===== src/overlay_dma_pkg.sv =====
// Constants, types and register map of the overlay layer DMA channel block
package overlay_dma_pkg;

    // Channel count and channel indices
    localparam int NUM_CH = 3;
    localparam logic [1:0] CH_MAIN = 2'h0;
    localparam logic [1:0] CH_U = 2'h1;
    localparam logic [1:0] CH_V = 2'h2;

    // Register byte addresses
    localparam logic [31:0] IRQ_CLEAR_ADDR = 32'hf803_8290;
    localparam logic [31:0] IRQ_MASK_ADDR = 32'hf803_8294;
    localparam logic [31:0] IRQ_STATUS_ADDR = 32'hf803_8298;
    localparam logic [31:0] MAIN_HEAD_ADDR = 32'hf803_829c;
    localparam logic [31:0] MAIN_START_ADDR = 32'hf803_82a0;
    localparam logic [31:0] MAIN_CTRL_ADDR = 32'hf803_82a4;
    localparam logic [31:0] MAIN_NEXT_ADDR = 32'hf803_82a8;
    localparam logic [31:0] U_HEAD_ADDR = 32'hf803_82ac;
    localparam logic [31:0] U_START_ADDR = 32'hf803_82b0;
    localparam logic [31:0] U_CTRL_ADDR = 32'hf803_82b4;
    localparam logic [31:0] U_NEXT_ADDR = 32'hf803_82b8;
    localparam logic [31:0] V_HEAD_ADDR = 32'hf803_82bc;
    localparam logic [31:0] V_START_ADDR = 32'hf803_82c0;
    localparam logic [31:0] V_CTRL_ADDR = 32'hf803_82c4;

    // Channel control field positions
    localparam int CTRL_W = 6;
    localparam int CTRL_FETCH_BIT = 0;
    localparam int CTRL_LUT_BIT = 1;
    localparam int CTRL_XFER_DONE_N_BIT = 2;
    localparam int CTRL_DESC_LOADED_N_BIT = 3;
    localparam int CTRL_HEAD_ADDED_N_BIT = 4;
    localparam int CTRL_END_OF_LIST_BIT = 5;
    localparam logic [5:0] CTRL_MASK_MAIN = 6'h3f;
    localparam logic [5:0] CTRL_MASK_CHROMA = 6'h3d;
    localparam logic [5:0] CTRL_RESET = 6'h00;

    // Interrupt status layout: five events per channel, eight bits apart
    localparam int NUM_EV = 5;
    localparam int EV_XFER_DONE = 0;
    localparam int EV_DESC_LOADED = 1;
    localparam int EV_HEAD_ADDED = 2;
    localparam int EV_END_OF_LIST = 3;
    localparam int EV_OVERFLOW = 4;
    localparam int STAT_LSB = 2;
    localparam int STAT_STRIDE = 8;
    localparam logic [31:0] STAT_MASK = 32'h007c_7c7c;
    localparam logic [31:0] WORD_RESET = 32'h0000_0000;

    // Descriptor in memory: start address, control word, next pointer
    localparam logic [1:0] DESC_START_WORD = 2'h0;
    localparam logic [1:0] DESC_CTRL_WORD = 2'h1;
    localparam logic [1:0] DESC_NEXT_WORD = 2'h2;
    localparam int DESC_CONT_BIT = 0;

    typedef enum logic [1:0] {
        ST_IDLE = 2'b00,
        ST_REQ = 2'b01,
        ST_WAIT = 2'b10,
        ST_XFER = 2'b11
    } fetch_state_t;

    typedef enum logic [3:0] {
        RID_NONE = 4'b0000,
        RID_CLEAR = 4'b0001,
        RID_MASK = 4'b0010,
        RID_STATUS = 4'b0011,
        RID_HEAD = 4'b0100,
        RID_START = 4'b0101,
        RID_CTRL = 4'b0110,
        RID_NEXT = 4'b0111
    } reg_kind_t;

    // Decoded register: kind and channel
    typedef struct packed {
        reg_kind_t kind;
        logic [1:0] ch;
    } reg_id_t;

    // Descriptor memory read request
    typedef struct packed {
        logic req;
        logic [31:0] addr;
    } mem_req_t;

endpackage : overlay_dma_pkg


===== src/overlay_layer_dma_channel_regs.sv =====
// Register file and descriptor fetch sequencer of the three overlay DMA channels
//
// Contract
// - Main channel fetches descriptors only while its fetch enable bit is 1; the sequencer finishes a fetch under way after the bit clears.
// - Lookup table DMA load is allowed only while the lookup fetch bit is 1.
// - Main transfer-done interrupt enable is active low.
// - Main descriptor-loaded interrupt enable is active low.
// - Main head-added interrupt enable is active low.
// - Main end-of-list interrupt enable is active high.
// - U/UV channel fetches descriptors only while its fetch enable bit is 1; the sequencer finishes a fetch under way after the bit clears.
// - U/UV transfer-done, descriptor-loaded and head-added enables are active low.
// - U/UV end-of-list interrupt enable is active high.
// - V channel fetches descriptors only while its fetch enable bit is 1; the sequencer finishes a fetch under way after the bit clears.
// - V transfer-done interrupt enable is active low.
// - Each head pointer register holds the next new descriptor address.
// - Main start address register holds the frame buffer base address.
// - U/UV start address register holds the chroma U or UV buffer address.
// - V start address register holds the chroma V buffer address.
// - Reading the status register clears the interrupt flags.
// - A source reaches the interrupt output only when its mask bit is 1.
module overlay_layer_dma_channel_regs
(
    // Clock and reset
    input wire logic ref_clk,
    input wire logic rst_n,
    // Avalon-MM register slave
    input wire logic [31:0] address,
    input wire logic read,
    input wire logic write,
    input wire logic [3:0] byteenable,
    input wire logic [31:0] writedata,
    output logic [31:0] readdata,
    output logic waitrequest,
    // Descriptor memory read master
    output overlay_dma_pkg::mem_req_t mem_req,
    input wire logic mem_ready,
    input wire logic mem_rvalid,
    input wire logic [31:0] mem_rdata,
    // Pixel transfer side, one lane per channel
    output logic [2:0] xfer_start,
    output logic [2:0][31:0] xfer_addr,
    input wire logic [2:0] xfer_done,
    input wire logic [2:0] overflow,
    // Lookup table load handshake
    input wire logic lut_load_req,
    output logic lut_load_grant,
    // Interrupt
    output logic irq
);
    import overlay_dma_pkg::*;

    typedef struct packed {
        logic [NUM_CH-1:0][31:0] head;
        logic [NUM_CH-1:0][31:0] start;
        logic [NUM_CH-1:0][31:0] next;
        logic [NUM_CH-1:0][CTRL_W-1:0] ctrl;
        logic [NUM_CH-1:0] head_pend;
        logic [NUM_CH-1:0] next_pend;
        logic [31:0] status;
        logic [31:0] irq_mask;
        fetch_state_t fsm;
        logic [1:0] cur;
        logic [1:0] word_idx;
        logic from_head;
        logic desc_cont;
        logic [31:0] fetch_ptr;
        logic rd_ack;
        logic [31:0] rdata;
        logic [NUM_CH-1:0] xfer_start;
    } state_t;

    state_t s_r;
    state_t s_nxt;
    reg_id_t rid;
    logic [NUM_CH-1:0][NUM_EV-1:0] ev;
    logic [31:0] set_bits;
    logic [31:0] clr_bits;
    logic [31:0] gate_bits;
    logic [31:0] rd_val;
    logic found;
    logic [1:0] pick;

    ////////////////////////////////////////////////////////////////////////
    // Functions

    // Address decode, shared by the read mux and the write path
    function automatic reg_id_t decode(input logic [31:0] a);
        reg_id_t r;
        r.kind = RID_NONE;
        r.ch = CH_MAIN;
        case (a)
            IRQ_CLEAR_ADDR: r.kind = RID_CLEAR;
            IRQ_MASK_ADDR: r.kind = RID_MASK;
            IRQ_STATUS_ADDR: r.kind = RID_STATUS;
            MAIN_HEAD_ADDR: r.kind = RID_HEAD;
            MAIN_START_ADDR: r.kind = RID_START;
            MAIN_CTRL_ADDR: r.kind = RID_CTRL;
            MAIN_NEXT_ADDR: r.kind = RID_NEXT;
            U_HEAD_ADDR: r = '{RID_HEAD, CH_U};
            U_START_ADDR: r = '{RID_START, CH_U};
            U_CTRL_ADDR: r = '{RID_CTRL, CH_U};
            U_NEXT_ADDR: r = '{RID_NEXT, CH_U};
            V_HEAD_ADDR: r = '{RID_HEAD, CH_V};
            V_START_ADDR: r = '{RID_START, CH_V};
            V_CTRL_ADDR: r = '{RID_CTRL, CH_V};
            default: r.kind = RID_NONE;
        endcase
        return r;
    endfunction : decode

    // Byte-lane merge of a write into a stored word
    function automatic logic [31:0] merge(input logic [31:0] old, input logic [31:0] wd, input logic [3:0] be);
        logic [31:0] r;
        r = old;
        for (int i = 0; i < 4; i++)
        begin
            if (be[i])
            begin
                r[i*8 +: 8] = wd[i*8 +: 8];
            end
        end
        return r;
    endfunction : merge

    // Per-event interrupt gate taken from a control register
    function automatic logic [NUM_EV-1:0] ctrl_gate(input logic [CTRL_W-1:0] c);
        logic [NUM_EV-1:0] g;
        g = '0;
        g[EV_XFER_DONE] = ~c[CTRL_XFER_DONE_N_BIT];
        g[EV_DESC_LOADED] = ~c[CTRL_DESC_LOADED_N_BIT];
        g[EV_HEAD_ADDED] = ~c[CTRL_HEAD_ADDED_N_BIT];
        g[EV_END_OF_LIST] = c[CTRL_END_OF_LIST_BIT];
        g[EV_OVERFLOW] = 1'b1;
        return g;
    endfunction : ctrl_gate

    ////////////////////////////////////////////////////////////////////////
    // Outputs

    // Reads take one wait state so read data come from a flip-flop
    // Writes never wait, so a master never holds a write past its first edge
    assign rid = decode(address);
    assign waitrequest = read & ~s_r.rd_ack;
    assign readdata = s_r.rdata;
    assign xfer_start = s_r.xfer_start;
    assign xfer_addr = s_r.start;
    assign mem_req.req = (s_r.fsm == ST_REQ);
    assign mem_req.addr = s_r.fetch_ptr + {28'h000_0000, s_r.word_idx, 2'b00};
    assign lut_load_grant = lut_load_req & s_r.ctrl[CH_MAIN][CTRL_LUT_BIT];

    // Interrupt is a level: any flagged source passing both its mask and its control gate
    // Overflow has no control gate, so its mask bit alone holds it back
    always_comb
    begin
        gate_bits = '0;
        for (int c = 0; c < NUM_CH; c++)
        begin
            gate_bits[STAT_LSB + c*STAT_STRIDE +: NUM_EV] = ctrl_gate(s_r.ctrl[c]);
        end
        irq = |(s_r.status & s_r.irq_mask & gate_bits);
    end

    ////////////////////////////////////////////////////////////////////////
    // Read mux

    // Unmapped, clear-register and reserved addresses all read as zero
    always_comb
    begin
        rd_val = WORD_RESET;
        case (rid.kind)
            RID_MASK: rd_val = s_r.irq_mask;
            RID_STATUS: rd_val = s_r.status;
            RID_HEAD: rd_val = s_r.head[rid.ch];
            RID_START: rd_val = s_r.start[rid.ch];
            RID_CTRL: rd_val = {26'h000_0000, s_r.ctrl[rid.ch]};
            RID_NEXT: rd_val = s_r.next[rid.ch];
            default: rd_val = WORD_RESET;
        endcase
    end

    ////////////////////////////////////////////////////////////////////////
    // Next state

    always_comb
    begin
        s_nxt = s_r;
        s_nxt.xfer_start = '0;
        ev = '0;
        found = 1'b0;
        pick = CH_MAIN;
        clr_bits = '0;
        set_bits = '0;

        // Bus read: capture in the first cycle, complete in the second
        s_nxt.rd_ack = read & ~s_r.rd_ack;
        if (read & ~s_r.rd_ack)
        begin
            s_nxt.rdata = rd_val;
        end

        // Lowest-numbered enabled channel with queued work wins
        // A cleared fetch bit leaves that channel's queued work pending for later
        for (int c = NUM_CH - 1; c >= 0; c--)
        begin
            if (s_r.ctrl[c][CTRL_FETCH_BIT] & (s_r.head_pend[c] | s_r.next_pend[c]))
            begin
                found = 1'b1;
                pick = c[1:0];
            end
        end

        // Descriptor fetch sequencer; a disable only blocks the next start
        case (s_r.fsm)
            ST_IDLE:
            begin
                if (found)
                begin
                    s_nxt.cur = pick;
                    s_nxt.word_idx = DESC_START_WORD;
                    // A freshly written head beats the linked next pointer
                    s_nxt.from_head = s_r.head_pend[pick];
                    if (s_r.head_pend[pick])
                    begin
                        s_nxt.fetch_ptr = s_r.head[pick];
                        s_nxt.head_pend[pick] = 1'b0;
                    end
                    else
                    begin
                        s_nxt.fetch_ptr = s_r.next[pick];
                        s_nxt.next_pend[pick] = 1'b0;
                    end
                    s_nxt.fsm = ST_REQ;
                end
            end
            ST_REQ:
            begin
                if (mem_ready)
                begin
                    s_nxt.fsm = ST_WAIT;
                end
            end
            ST_WAIT:
            begin
                if (mem_rvalid)
                begin
                    case (s_r.word_idx)
                        DESC_START_WORD: s_nxt.start[s_r.cur] = mem_rdata;
                        DESC_CTRL_WORD: s_nxt.desc_cont = mem_rdata[DESC_CONT_BIT];
                        default: s_nxt.next[s_r.cur] = mem_rdata;
                    endcase
                    if (s_r.word_idx == DESC_NEXT_WORD)
                    begin
                        ev[s_r.cur][EV_DESC_LOADED] = 1'b1;
                        ev[s_r.cur][EV_HEAD_ADDED] = s_r.from_head;
                        s_nxt.xfer_start[s_r.cur] = 1'b1;
                        s_nxt.fsm = ST_XFER;
                    end
                    else
                    begin
                        s_nxt.word_idx = s_r.word_idx + 2'h1;
                        s_nxt.fsm = ST_REQ;
                    end
                end
            end
            ST_XFER:
            begin
                if (xfer_done[s_r.cur])
                begin
                    ev[s_r.cur][EV_XFER_DONE] = 1'b1;
                    // The list ends here unless the descriptor asked to go on
                    ev[s_r.cur][EV_END_OF_LIST] = ~s_r.desc_cont;
                    s_nxt.next_pend[s_r.cur] = s_r.desc_cont;
                    s_nxt.fsm = ST_IDLE;
                end
            end
            default: s_nxt.fsm = ST_IDLE;
        endcase

        // Bus writes come last so a head written now stays queued
        if (write)
        begin
            case (rid.kind)
                RID_CLEAR: clr_bits = writedata & {{8{byteenable[3]}}, {8{byteenable[2]}},
                                                   {8{byteenable[1]}}, {8{byteenable[0]}}};
                RID_MASK: s_nxt.irq_mask = merge(s_r.irq_mask, writedata, byteenable) & STAT_MASK;
                RID_HEAD:
                begin
                    s_nxt.head[rid.ch] = merge(s_r.head[rid.ch], writedata, byteenable);
                    s_nxt.head_pend[rid.ch] = 1'b1;
                end
                RID_START: s_nxt.start[rid.ch] = merge(s_r.start[rid.ch], writedata, byteenable);
                RID_CTRL:
                begin
                    if (byteenable[0])
                    begin
                        // Only documented bits are stored
                        s_nxt.ctrl[rid.ch] = writedata[CTRL_W-1:0] & ((rid.ch == CH_MAIN) ? CTRL_MASK_MAIN : CTRL_MASK_CHROMA);
                    end
                end
                RID_NEXT: s_nxt.next[rid.ch] = merge(s_r.next[rid.ch], writedata, byteenable);
                default: clr_bits = '0;
            endcase
        end

        // A status read completing this cycle clears only the flags it returned;
        // one set at the capture edge was never seen and must survive the read
        if (read & s_r.rd_ack & (rid.kind == RID_STATUS))
        begin
            clr_bits = s_r.rdata & STAT_MASK;
        end

        // Events, overflow included; a new event wins over a clear in the same cycle
        // Overflow is taken at any time, even while its channel is idle
        for (int c = 0; c < NUM_CH; c++)
        begin
            set_bits[STAT_LSB + c*STAT_STRIDE +: NUM_EV] = ev[c] | {overflow[c], 4'h0};
        end
        s_nxt.status = ((s_r.status & ~clr_bits) | set_bits) & STAT_MASK;
    end

    ////////////////////////////////////////////////////////////////////////
    // State register

    // Active-low enables come out of reset on; the cleared mask keeps the line quiet
    always_ff @(posedge ref_clk or negedge rst_n)
    begin
        if (!rst_n)
        begin
            s_r <= '0;
            s_r.fsm <= ST_IDLE;
            s_r.ctrl <= {NUM_CH{CTRL_RESET}};
        end
        else
        begin
            s_r <= s_nxt;
        end
    end

endmodule : overlay_layer_dma_channel_regs


===== config.mk =====
export PLATFORM = sky130hd
export DESIGN_NAME = overlay_layer_dma_channel_regs
export DESIGN_NICKNAME = d
export VERILOG_FILES = /design/src/overlay_dma_pkg.sv /design/src/overlay_layer_dma_channel_regs.sv
export SDC_FILE = /design/constraint.sdc
export NUM_CORES = 1
export LEC_CHECK = 0
export ABC_AREA = 1
export BUFFER_PORTS_ARGS = -buffer_cell sky130_fd_sc_hd__buf_2
export CAP_MARGIN = 15
export CORE_ASPECT_RATIO = 1.5
export CORE_UTILIZATION = 35
export CTS_BUF_LIST = sky130_fd_sc_hd__clkbuf_4 sky130_fd_sc_hd__clkbuf_8
export DETAILED_ROUTE_END_ITERATION = 16
export PLACE_DENSITY = 0.5
export SLEW_MARGIN = 20
export SYNTH_ARGS = -nofsm -noshare
export SYNTH_HDL_FRONTEND = slang
export SYNTH_SLANG_ARGS = --single-unit

===== constraint.sdc =====
create_clock -name ref_clk -period 2.9 [get_ports ref_clk]
set_clock_uncertainty 0.15 [all_clocks]
set_input_delay 0.145 -clock ref_clk [delete_from_list [all_inputs] [get_ports ref_clk]]
set_output_delay 0.145 -clock ref_clk [all_outputs]
set_load 0.005 [all_outputs]

==> run_results.csv <==
group,metric,value,unit
sta,period_share,117,%
sta,fmax,295,MHz
logic_synthesis,synthXorXnorAreaFrac,0.873,%
sta,slew_violations,0,
logic_synthesis,synth_mux_area_share,0.863,%
grt,grt_pass1_vias,25900,
sta,hold_viol_final,0,
flow_run,drv_cap,0,
floorplan,core-area,73700,µm²
drt,first_iter_violations,2298,
grt,grt_pass1_wl,169000,µm
logic_synthesis,synthTopCellsByArea,"dfrtp_1, nand2_1, o21ai_0",
min_path,hold_path_class,"in2async",
critical_path,worst-path-buf-inv,2,
sta,slew-limit-headroom,40.5,%
critical_path,path_class,"reg2out",
logic_synthesis,synth-edff-count,0,
logic_synthesis,synth_cells,3752,
finish,post-route-util,42.1,%
drt,wirelength,115000,µm
logic_synthesis,synth_compound_area_share,16.1,%
finish,nets,4133,
critical_path,r2r-start,"s_r[152]",
logic_synthesis,synth_most_common_cell,"nand2_1",
cts,cts-root-buf,"clkbuf_8",
critical_path,crit_required,2610,ps
drt,vias,26300,
outcome,violations,"negative setup slack",
power_and_ir_drop,vdd_drop_max,0.321,mV
critical_path,cp_cell_sequence,"ha_2 -> inv_2 -> fa_2 -> nor2_2 -> nand2_1 -> nor2_2 -> nand4_4 -> nor2_4 -> nand2_2 -> nor2_4 -> nand2_2 -> nor2_4 -> nand3_2 -> nor2_2 -> xor2_1 -> buf_2",
logic_synthesis,ys_async_sr_fraction,100,%
critical_path,cp_slowest_stage_delay,350,ps
cts,clk_path_buf_depth,3,
sta,worst_slack,-485,ps
floorplan,placement_rows,122,
logic_synthesis,synthSimpleGateAreaFrac,29.4,%
logic_synthesis,synth-main-ff-cell,"dfrtp_1",
finish,drive_gt1_share,16.3,%
sta,period_needed,3390,ps
cts,htreeDepth,3,
cts,clk_pin_slew,60,ps
critical_path,cp_top_family,"simple AND/OR/NAND/NOR gates",
finish,area_delta_synth_final,18.8,%
drt,first_pass_iters,6,
place,place_ws,62.2,ps
logic_synthesis,syn_nets,3871,
floorplan,die-width,225,µm
grt,gr-total-overflow,0,
grt,antenna_found_initial,5,
floorplan,ios,280,
place,numPortBuffers,279,
logic_synthesis,synth.avg_cell_area,6.95,µm²
critical_path,endpoint_kind,"output port",
power_and_ir_drop,pwr_density_cell,523,nW/µm²
sta,worst_pin_slew,892,ps
drt,drc,0,
critical_path,reg2reg_slack,260,ps
sta,setup_viol,15,
cts,cts_tree,"yes",
cts,clock_latency,710,ps
logic_synthesis,synth_fa_ha_area_share,0.316,%
sta,rsz0062_at_grt,"yes",
logic_synthesis,ys_seq_elements,418,
logic_synthesis,yosysSeqAreaShare,40.1,%
critical_path,r2r_end,"s_r[56]",
grt,grt_max_degree,75,
cts,numCtsBuffers,75,
power_and_ir_drop,p_leak,15.4,nW
critical_path,crit_fanout,2,
logic_synthesis,synth_top_family_by_area,"simple AND/OR/NAND/NOR gates",
place,dp_hpwl,81800,µm
place,globalplace.congestion,0.950,
critical_path,critical-path-slowest-cell,"dfrtp_1",
drt,wire_per_inst,22.7,µm
grt,grt_usage,30.3,%
logic_synthesis,synth_area_leader_cell,"dfrtp_1",
logic_synthesis,ys_top_cells_by_count,"nand2_1, dfrtp_1, o21ai_0",
drt,viasPerCell,5.21,
logic_synthesis,syn_area,26100,µm²
outcome,status,"finished with violations",
logic_synthesis,yosysTopAreaCellShare,40.1,%
critical_path,worst_ep_arrival_time,3090,ps
cts,clock-sinks,418,
critical_path,cp-start-kind,"flip-flop",
place,placedCellCount,4807,
floorplan,initial_core_util,35.4,%
critical_path,r2r_cells,11,
logic_synthesis,ys_types,54,
floorplan,die_h,336,µm
floorplan,dieArea,75700,µm²
finish,final_cells,5052,
logic_synthesis,yosysWarnings,0,
drt,postRouteAntennaNets,0,
## sequential cells by signal, indices dropped and copies added, names as in the netlist
register and count:
xfer_start 3, readdata 32, xfer_addr 96, s_r 284, gate_bits 3
## area by class of cell
cell class | instances | area [µm²]
Clock inverter | 9 | 85.1
Tap cell | 992 | 1240
Fill cell | 7988 | 42700
Antenna cell | 3 | 7.51
Clock buffer | 111 | 1420
Inverter | 314 | 1180
Multi-Input combinational cell | 2675 | 12600
Sequential cell | 418 | 10500
Timing Repair Buffer | 530 | 4020
## metrics by stage
step           instance area [µm²]  power [mW]  setup TNS (ps)  hold slack, ps
2_1_floorplan                26100        9.03               0            -301
3_3_place_gp                 28200        10.3               0            2.80
3_5_place_dp                 28200        10.3               0            12.0
4_1_cts                      30900        16.3           -4050            36.8
5_1_grt                      31000        17.0           -6090            92.2
6_report                     31000        16.2           -3230            55.5
## worst reg2reg max path, delay by kind of cell, from the launching register on
kind                   cells  cell delay, ps
AO/OA/AOI/OAI              6            1070
flip-flops                 1             480
AND/OR/NAND/NOR            2             180
buffers and inverters      3             610
## power by group
group,total (mW),switching (mW),internal (mW)
Sequential,6.76,0.441,6.31
Combinational,3.58,2.19,1.38
Clock,5.89,2.70,3.20
## cell families after synthesis
kind of cell,Yosys count
adder cells (fa/ha/maj),6
multiplexers,20
flip-flops,418
XOR/XNOR,26
AO/OA/AOI/OAI,746
buffers and inverters,659
AND/OR/NAND/NOR,1877
## per-layer routing
metal,track usage (%),wire (µm)
met1,33.6,43100
met2,53.3,57600
met3,4.74,5940
met4,20.5,8200
met5,0,34
## layout by cell type (no fill, tap or decap), drive strengths merged, types with 2 or more instances in the layout
cell type and n:
xor2 25, o211ai 79, o311ai 16, mux2 20
clkinv 4, a21boi 17, nand2 1438, nand3b 4
nor2 150, a31oi 5, o41ai 3, or2 15
nand4 34, o21a 3, nor4 4, a32o 11
nand3 216, nor3 14, o31ai 4, clkbuf 111
dfrtp 418, a211oi 14, inv 314, o21ai 498
a22oi 2, dlygate4sd3 109, a21oi 73, o22ai 16
diode 3, ha 5, clkinvlp 4, buf 421
## what timing repair did
item                                    CTS  global route
pin swaps                                 4             6
resized for setup                        18            14
buffers inserted                          6             6
hold buffers                            110             0
endpoints found under the setup margin   17            27
endpoints found under the hold margin   725             0
## how the worst max path moves through the flow
stage             from          end  slack (ps)  cells after the start
6_report       s_r[38]  mem_req[30]        -490                     16
2_1_floorplan  s_r[70]  mem_req[30]         260                     15
5_1_grt        s_r[38]  mem_req[30]        -670                     16
3_5_place_dp   s_r[38]  mem_req[30]          60                     16
3_3_place_gp   s_r[38]  mem_req[30]          60                     16
4_1_cts        s_r[38]  mem_req[30]        -560                     16
Note: power is estimated with default switching activity, not from simulation.
